**config.mk**
```make
export PLATFORM = sky130hd
export DESIGN_NAME = dmx_core
export DESIGN_NICKNAME = d
export VERILOG_FILES = /design/src/hdl/dmx_pkg.sv /design/src/hdl/dmx_core.sv
export SDC_FILE = /design/constraint.sdc
export NUM_CORES = 1
export LEC_CHECK = 0
export BUFFER_PORTS_ARGS = -buffer_cell sky130_fd_sc_hd__buf_2
export CAP_MARGIN = 20
export CORE_ASPECT_RATIO = 0.7
export CORE_UTILIZATION = 40
export DETAILED_ROUTE_END_ITERATION = 16
export HOLD_SLACK_MARGIN = 0.12
export PLACE_DENSITY = 0.75
export REMOVE_ABC_BUFFERS = 1
export SLEW_MARGIN = 20
export SYNTH_ARGS = -nofsm -noshare
export SYNTH_HDL_FRONTEND = slang
export SYNTH_SLANG_ARGS = --single-unit
export TNS_END_PERCENT = 100
```
**constraint.sdc**
```tcl
create_clock -name sys_clk -period 1.6 [get_ports sys_clk]
set_input_delay 0.16 -clock sys_clk [delete_from_list [all_inputs] [get_ports sys_clk]]
set_output_delay 0.16 -clock sys_clk [all_outputs]
set_load 0.02 [all_outputs]
```
**src/hdl/dmx_pkg.sv**
```systemverilog
/*
   Shared constants and types of the data-move instruction executor.
   Assumes a 16-bit instruction word, a 12-bit data space and an 8-bit data path.
*/
package dmx_pkg;

   // Widths of the instruction word, the data address and the data byte.
   localparam int unsigned INSTR_W = 16;
   localparam int unsigned ADDR_W = 12;
   localparam int unsigned DATA_W = 8;

   // Field positions inside an instruction word.
   localparam int unsigned NIB_HI = 15;
   localparam int unsigned NIB_LO = 12;
   localparam int unsigned OP8_HI = 15;
   localparam int unsigned OP8_LO = 8;

   // Opcode nibbles of the two words of the file-to-file move.
   localparam logic [3:0] MOVE_SRC_NIB = 4'hC;
   localparam logic [3:0] MOVE_DST_NIB = 4'hF;

   // Opcode bytes of the two literal loads.
   localparam logic [7:0] BANK_LIT_OP = 8'h01;
   localparam logic [7:0] WORK_LIT_OP = 8'h0E;

   // The bank select register keeps only its low nibble.
   localparam logic [7:0] BANK_KEEP_MASK = 8'h0F;

   // Reset values of the core registers.
   localparam logic [7:0] WORK_RESET = 8'h00;
   localparam logic [7:0] BANK_RESET = 8'h00;

   // Default places of the core registers in the data space.
   localparam logic [11:0] WORK_ADDR_DEF = 12'hF00;
   localparam logic [11:0] BANK_ADDR_DEF = 12'hF01;

   // Quarter phases of one instruction cycle.
   typedef enum logic [1:0] {
      PH_Q1,
      PH_Q2,
      PH_Q3,
      PH_Q4
   } dmx_phase_e;

   // Instruction held by the executor during the current cycle.
   typedef enum logic [2:0] {
      OP_NONE,
      OP_MOVE_RD,
      OP_MOVE_WR,
      OP_BANK_LIT,
      OP_WORK_LIT
   } dmx_op_e;

   // Word from program memory.
   typedef struct packed {
      logic valid;
      logic [15:0] word;
   } dmx_fetch_s;

   // Request toward the data memory and special function register space.
   typedef struct packed {
      logic rd_en;
      logic wr_en;
      logic [11:0] addr;
      logic [7:0] wdata;
   } dmx_dmem_s;

endpackage

```
**src/hdl/dmx_core.sv**
```systemverilog
/*
   Execution core of the file-to-file move and the two literal loads.
   Assumes program memory presents a word in quarter phase one and that the
   data space answers a read in the same clock cycle, all on sys_clk.
*/
`timescale 1ns/1ns

// How it works
// - The move copies the source byte to the destination, touching no flag.
// - The move is two words: nibble 1100 with source, 1111 with destination.
// - Both 12-bit addresses reach the whole data space, ignoring the bank register.
// - The working register may be the source or the destination of the move.
// - Two cycles: read source in phase two, no second read, write in phase four.
// - Opcode 0000 0001 plus literal loads the bank register in one cycle.
// - The upper four bits of the bank register always read as zero.
// - Opcode 0000 1110 plus literal loads the working register in one cycle.
module dmx_core #(
   parameter logic [11:0] WORK_ADDR = dmx_pkg::WORK_ADDR_DEF,
   parameter logic [11:0] BANK_ADDR = dmx_pkg::BANK_ADDR_DEF
) (
   // Clock and reset.
   input wire logic sys_clk,
   input wire logic reset,
   // Program memory side.
   input dmx_pkg::dmx_fetch_s fetch,
   output logic fetch_take,
   // Data space side.
   output dmx_pkg::dmx_dmem_s dmem,
   input wire logic [7:0] dmem_rdata,
   // Core registers seen by the rest of the core.
   output logic [7:0] working_reg,
   output logic [7:0] bank_select_reg,
   output dmx_pkg::dmx_phase_e phase,
   output dmx_pkg::dmx_op_e cur_op
);
   import dmx_pkg::*;

   dmx_phase_e phase_r;
   dmx_op_e op_r;
   logic [11:0] src_addr_r;
   logic [11:0] dst_addr_r;
   logic [7:0] lit_r;
   logic [7:0] data_r;
   logic [7:0] work_r;
   logic [7:0] bank_r;
   logic [3:0] nib;
   logic [7:0] op8;
   logic rd_slot;
   logic wr_slot;
   logic src_internal;
   logic dst_internal;

   // Decode fields of the word on the fetch port.
   assign nib = fetch.word[NIB_HI:NIB_LO];
   assign op8 = fetch.word[OP8_HI:OP8_LO];

   // Quarter phases advance every clock; an instruction cycle is four clocks.
   always_ff @(posedge sys_clk) begin
      if (reset) begin
         phase_r <= PH_Q1;
      end else begin
         unique case (phase_r)
            PH_Q1: phase_r <= PH_Q2;
            PH_Q2: phase_r <= PH_Q3;
            PH_Q3: phase_r <= PH_Q4;
            PH_Q4: phase_r <= PH_Q1;
         endcase
      end
   end

   // Decode at the end of phase one; a move in progress takes the next word
   // as its destination word, so a stray second word never starts anything.
   always_ff @(posedge sys_clk) begin
      if (reset) begin
         op_r <= OP_NONE;
      end else if (phase_r == PH_Q1) begin
         if (op_r == OP_MOVE_RD) begin
            if (fetch.valid && nib == MOVE_DST_NIB) begin
               op_r <= OP_MOVE_WR;
            end else begin
               op_r <= OP_NONE;
            end
         end else if (!fetch.valid) begin
            op_r <= OP_NONE;
         end else if (nib == MOVE_SRC_NIB) begin
            op_r <= OP_MOVE_RD;
         end else if (op8 == BANK_LIT_OP) begin
            op_r <= OP_BANK_LIT;
         end else if (op8 == WORK_LIT_OP) begin
            op_r <= OP_WORK_LIT;
         end else begin
            op_r <= OP_NONE;
         end
      end
   end

   // Operand capture: full 12-bit addresses, so no bank register is involved.
   always_ff @(posedge sys_clk) begin
      if (reset) begin
         src_addr_r <= 12'h000;
         dst_addr_r <= 12'h000;
         lit_r <= 8'h00;
      end else if (phase_r == PH_Q1 && fetch.valid) begin
         lit_r <= fetch.word[7:0];
         if (op_r == OP_MOVE_RD) begin
            dst_addr_r <= fetch.word[ADDR_W-1:0];
         end else if (nib == MOVE_SRC_NIB) begin
            src_addr_r <= fetch.word[ADDR_W-1:0];
         end
      end
   end

   // Bus slots: one read in phase two of the first cycle, one write in
   // phase four of the second; the second cycle issues no dummy read.
   assign rd_slot = (phase_r == PH_Q2) && (op_r == OP_MOVE_RD);
   assign wr_slot = (phase_r == PH_Q4) && (op_r == OP_MOVE_WR);
   assign src_internal = (src_addr_r == WORK_ADDR) || (src_addr_r == BANK_ADDR);
   assign dst_internal = (dst_addr_r == WORK_ADDR) || (dst_addr_r == BANK_ADDR);

   // The core registers live here, so moves to or from them stay off the bus.
   assign dmem.rd_en = rd_slot && !src_internal;
   assign dmem.wr_en = wr_slot && !dst_internal;
   assign dmem.addr = (op_r == OP_MOVE_WR) ? dst_addr_r : src_addr_r;
   assign dmem.wdata = data_r;
   assign fetch_take = (phase_r == PH_Q1);

   // Source byte is sampled at the end of phase two; the source is not written.
   always_ff @(posedge sys_clk) begin
      if (reset) begin
         data_r <= 8'h00;
      end else if (rd_slot) begin
         if (src_addr_r == WORK_ADDR) begin
            data_r <= work_r;
         end else if (src_addr_r == BANK_ADDR) begin
            data_r <= bank_r;
         end else begin
            data_r <= dmem_rdata;
         end
      end
   end

   // Working register: literal load or move destination, both in phase four.
   always_ff @(posedge sys_clk) begin
      if (reset) begin
         work_r <= WORK_RESET;
      end else if (phase_r == PH_Q4) begin
         if (op_r == OP_WORK_LIT) begin
            work_r <= lit_r;
         end else if (op_r == OP_MOVE_WR && dst_addr_r == WORK_ADDR) begin
            work_r <= data_r;
         end
      end
   end

   // Bank register: the mask keeps the high nibble at zero on every write path.
   always_ff @(posedge sys_clk) begin
      if (reset) begin
         bank_r <= BANK_RESET;
      end else if (phase_r == PH_Q4) begin
         if (op_r == OP_BANK_LIT) begin
            bank_r <= lit_r & BANK_KEEP_MASK;
         end else if (op_r == OP_MOVE_WR && dst_addr_r == BANK_ADDR) begin
            bank_r <= data_r & BANK_KEEP_MASK;
         end
      end
   end

   // No flag register exists in this block, so none of these moves can alter one.
   assign working_reg = work_r;
   assign bank_select_reg = bank_r;
   assign phase = phase_r;
   assign cur_op = op_r;

   // Checks on the executor.
   a_read_phase_two: assert property (@(posedge sys_clk) disable iff (reset)
      dmem.rd_en |-> phase_r == PH_Q2 && op_r == OP_MOVE_RD)
      else $error("Data read outside phase two of a move.");

   a_write_after_read: assert property (@(posedge sys_clk) disable iff (reset)
      wr_slot |-> $past(rd_slot, 6))
      else $error("Move write not six clocks after its read slot.");

   a_no_dummy_read: assert property (@(posedge sys_clk) disable iff (reset)
      op_r == OP_MOVE_WR |-> !dmem.rd_en)
      else $error("Read issued in the second cycle of a move.");

   a_source_copied: assert property (@(posedge sys_clk) disable iff (reset)
      dmem.rd_en |=> data_r == $past(dmem_rdata) && !$past(dmem.wr_en))
      else $error("Source byte not captured from the data space.");

   a_dest_full_addr: assert property (@(posedge sys_clk) disable iff (reset)
      dmem.wr_en |-> dmem.addr == $past(fetch.word[11:0], 3))
      else $error("Write address differs from the destination word.");

   a_second_word: assert property (@(posedge sys_clk) disable iff (reset)
      phase_r == PH_Q1 && op_r == OP_MOVE_RD && !(fetch.valid && nib == MOVE_DST_NIB)
      |=> op_r == OP_NONE)
      else $error("Move went on without a destination word.");

   a_work_as_dest: assert property (@(posedge sys_clk) disable iff (reset)
      wr_slot && dst_addr_r == WORK_ADDR |-> !dmem.wr_en ##1 work_r == $past(data_r))
      else $error("Move into the working register went wrong.");

   a_bank_literal: assert property (@(posedge sys_clk) disable iff (reset)
      phase_r == PH_Q4 && op_r == OP_BANK_LIT |=> bank_r == {4'h0, $past(lit_r[3:0])})
      else $error("Bank literal not loaded.");

   a_bank_high_zero: assert property (@(posedge sys_clk) disable iff (reset)
      bank_r[7:4] == 4'h0)
      else $error("Bank register high nibble not zero.");

   a_work_literal: assert property (@(posedge sys_clk) disable iff (reset)
      phase_r == PH_Q4 && op_r == OP_WORK_LIT |=> work_r == $past(lit_r))
      else $error("Working literal not loaded.");

   c_move_bus: cover property (@(posedge sys_clk) disable iff (reset)
      dmem.rd_en ##6 dmem.wr_en);
   c_move_work: cover property (@(posedge sys_clk) disable iff (reset)
      wr_slot && dst_addr_r == WORK_ADDR);
   c_bank_load: cover property (@(posedge sys_clk) disable iff (reset)
      phase_r == PH_Q4 && op_r == OP_BANK_LIT && lit_r[7:4] != 4'h0);
   c_work_load: cover property (@(posedge sys_clk) disable iff (reset)
      phase_r == PH_Q4 && op_r == OP_WORK_LIT);

endmodule // dmx_core

```
Word level (Yosys, flattened, before mapping) --
Index checks and enable logic that the tools add are counted.
Word-level totals: register bits after elaboration 61, bits of input ports 27, output and inout port bits 44, logic and storage cells 57
Cells by class: equality and inequality tests 15, multiplexer cells 14, bitwise operators 1, reductions and logical operators 19
Operator list (number):
- $eq 12x12->1 const B | 4
- $mux 8 | 6
- $mux 3 | 5
- $mux 12 | 1
- $eq 4x4->1 const B | 2
- $eq 8x1->1 const B | 1
- $eq 8x4->1 const B | 1
- $logic_and 1x1->1 | 8
- $pmux 2 s4 | 1
- $eq 3x2->1 const B | 2
- $reduce_and 2->1 | 3
- $eq 2x2->1 const B | 2
- $reduce_bool 2->1 | 2
- $eq 3x1->1 const B | 1
- $eq 3x3->1 const B | 1
- $reduce_and 3->1 | 1
- $eq 2x1->1 const B | 1
- $logic_not 1->1 | 2
- $logic_not 2->1 | 1
- $logic_or 1x1->1 | 2
- $mux 2 | 1
- $not 1->1 | 1

Logic depth before layout (Yosys ltp) --
depth after elaboration 6, gate-level depth with buffers 8, depth with buffers taken out 6

Worst setup path before layout --
No wires, ideal clock.
path kind register -> register, from register phase_r[0], in the netlist phase[0], to register src_addr_r[10], arrival time 1.865 ns, slack -0.393 ns, stages on the path, launching flop included 8, clock period less this slack 1.993 ns, cell sequence dfxtp_1 > inv_1 > ha_1 > nand4bb_1 > nor3_2 > buf_2 > mux2i_1 > nor2_1
Between the ends: word-level cells in the longest chain between the ends 3
Ends and longest elaborated chain:
- start: declaration | line dmx_core.sv:38 | dmx_phase_e phase_r;
- start signal: assignment | line dmx_core.sv:60 | phase_r <= PH_Q1;
- start signal: assignment | line dmx_core.sv:63 | PH_Q1: phase_r <= PH_Q2;
- start signal: assignment | line dmx_core.sv:64 | PH_Q2: phase_r <= PH_Q3;
- $logic_not 2->1
- named net fetch_take | line dmx_core.sv:26 | output logic fetch_take,
- $logic_and 1x1->1 | line dmx_core.sv:103 | end else if (phase_r == PH_Q1 && fetch.valid) begin
- $reduce_and 3->1 (no source line)
- end signal: assignment | line dmx_core.sv:108 | src_addr_r <= fetch.word[ADDR_W-1:0];
- end: declaration | line dmx_core.sv:40 | logic [11:0] src_addr_r;
The timed path passes the listed nets, and every way through them passes these cells. A chain may end at the register's enable or synchronous reset.

==> impl_results.md <==
* Status: complete, but fails checks
* Failing checks: setup timing
* Met1 usage at 0.336
* Unique masters post-synth at 41
* Non-filler cells, final at 526
* Post-DRT Antenna Nets at 0
* Worst r2r src: src_addr_r[2]
* Hold crit path type: primary input to register
* Peak VDD IR at 788 uV
* Initial core utilization at 0.415
* Synth top area share at 0.407
* First-pass GRT wire length at 13.9 mm
* Mapped Cells at 301
* Place WS at -0.178 ns
* Share of cells above drive strength 1 at 0.495
* Total grt overflow at 0
* CTS max path bufs at 2
* Final wirelength at 9.27 mm
* H-tree levels at 3
* Crit path time final at 1.84 ns
* Setup TNS at -5.43 ns
* Ant. Diodes at 0
* Worst Hold Path Cells at 3
* Wirelength per Cell at 17.6 microns
* Largest area contributor in the netlist: dfxtp_1
* Final Hold Fails at 0
* Synth top cells by count: 57 x dfxtp_1, 49 x nand2_1, 28 x a21oi_1, 28 x mux2i_1, 19 x nor2_1
* Layout area overhead at 59.0%
* Max-cap violations at 0
* Post-synthesis cell area at 2800 sq um
* Worst Setup Start Kind: register
* CTS tree: built
* Initial antenna violation count at 0
* CTS clk-pin slew, worst paths at 0.07 ns
* Crit-path max FO at 6
* Post-synthesis sequential area ratio at 0.407
* Final WS setup at -0.244 ns
* Clk_lat worst skew at 0.34 ns
* I/O pins at 71
* Synth async-reset ratio at 0
* DRC at 0
* Grt met3 use at 0.0645
* Avg Cell Area, Syn at 9.31 sq um
* Reg-to-reg endpoint: data_r[6]
* Die area at 7350 sq um
* Clock sink total at 57
* TritonCTS buffer count at 9
* Largest net degree at the start of global routing at 39
* Routed via count at 2757
* Cells after DPL at 481
* GR peak layer: met2
* CP endpoint kind: output port
* Post-DP HPWL at 5.42 mm
* YS warnings at 0
* Top-count cell post-synth: dfxtp_1
* Final Cycle Share at 1.15
* PortBufs at 66
* Hold_sp: dmem_rdata[3]
* #FFs+latches synth at 57
* GP Congestion at 0.823
* Detailed Route Iter0 Violations at 245
* CORE AREA at 6760 sq um
* CP Data Arrival Time at 1.68 ns
* Slew Limit Fails at 0
* Critical setup path kind: register to output port
* Vias per cell at 5.24
* Reg2Reg Setup Slack at -0.17 ns
* Ys flop type: dfxtp_1
* Power per cell area at 894 nW/um^2
* 1st-pass router iterations at 4
* Setup violators final at 42
* Global routing usage on met2 at 0.409
* CP required at 1.44 ns
* RSZ-0062 raised after global routing: yes
* Root buffer cell: clkbuf_8
* Clock Skew at 0.00836 ns
* Post-synth EDFFs at 0
* Fin nets at 459
* GRT Total Usage at 0.255
* R2R depth at 6
* Leakage at 1.85 nW
* Largest registers: dst_addr_r: 12 flops, src_addr_r: 12 flops
* Top cells by area, synth: dfxtp_1 41%, mux2i_1 10%, nand2_1 6.6%
* Die Span Y at 72.0 microns
* Die width at 102 microns
* Highest clock rate at 542 MHz
* Vias in the first global route at 2688
* Row count at 25
* Hold EP: data_r[3]
-- critical path: stages (launching register included) --
cell and delay [ns]:
dfxtp_2 0.34, buf_6 0.13, nor3b_4 0.23, buf_6 0.19, mux2_4 0.32, buf_6 0.13
-- cells in the final DEF, fill, tap and decap left out, types with 4 or more instances in the layout --
| cell type | instances |
|---|---|
| dlygate4sd3_1 | 16 |
| mux2_4 | 12 |
| clkbuf_8 | 9 |
| o22ai_1 | 4 |
| buf_4 | 33 |
| nand2_1 | 47 |
| a21oi_1 | 22 |
| dfxtp_1 | 50 |
| bufinv_16 | 4 |
| nor2_1 | 19 |
| dfxtp_2 | 6 |
| mux2i_1 | 27 |
| conb_1 | 4 |
| mux2_2 | 4 |
| a21oi_2 | 6 |
| buf_2 | 53 |
| nand2b_1 | 8 |
| buf_6 | 29 |
| a211oi_2 | 16 |
| and2_4 | 4 |
-- final cells by class --
class,count,area [sq um]
Fill cell,513,2300
Multi-Input combinational cell,222,1870
Sequential cell,57,1150
Timing Repair Buffer,133,1030
Clock inverter,6,130
Clock buffer,10,128
Tap cell,94,118
Inverter,4,23.8
-- power breakdown --
part	internal, W	total [W]	switching (W)
Sequential	0.00147	0.00151	0.0000401
Combinational	0.000321	0.000678	0.000357
Clock	0.00119	0.00180	0.000608
-- cells by family (layout without fill, tap and decap cells) --
kind of cell | Yosys count | after routing | share of synthesized area
simple gates | 109 | 110 | 0.207
compound gates | 59 | 59 | 0.153
flops | 57 | 57 | 0.407
mux | 44 | 44 | 0.164
buf+inv | 26 | 153 | 0.0455
fa+ha+maj | 5 | 5 | 0.0223
other cells | 1 | 4 | 0.00134
-- stage by stage --
| stage | utilization | cell area (sq um) | hold slack, ns | total power [W] |
|---|---|---|---|---|
| finish | 0.659 | 4460 | 0.129 | 0.00398 |
| CTS | 0.634 | 4280 | 0.135 | 0.00390 |
| global route | 0.659 | 4460 | 0.132 | 0.00413 |
| detailed placement | 0.513 | 3470 | 0.436 | 0.00200 |
| floorplan | - | 2700 | 0.225 | 0.00175 |
| global placement | 0.513 | 3470 | 0.431 | 0.00198 |
-- layer usage --
layer  wire, microns  vias up
met5               0        -
li1                -     1317
met2            4530      102
met4             177        0
met1            4080     1319
met3             486       19
-- worst max-delay path by stage --
stage | startpoint | endpoint | slack (ns)
global route | cur_op[0] | dmem[8] | -0.29
floorplan | cur_op[2] | working_reg[1] | -0.73
finish | cur_op[0] | dmem[8] | -0.24
global placement | dst_addr_r[4] | bank_select_reg[0] | -0.14
detailed placement | dst_addr_r[4] | bank_select_reg[0] | -0.18
CTS | cur_op[0] | dmem[8] | -0.25
-- repair_timing --
action	in CTS	in global routing
buffers inserted	13	1
hold endpoints to repair	30	0
gates cloned	2	1
pin swaps	11	32
gates resized for setup	81	46
setup endpoints to repair	55	69
hold buffers	16	0
No activity file was read; power rests on OpenSTA's default activity.
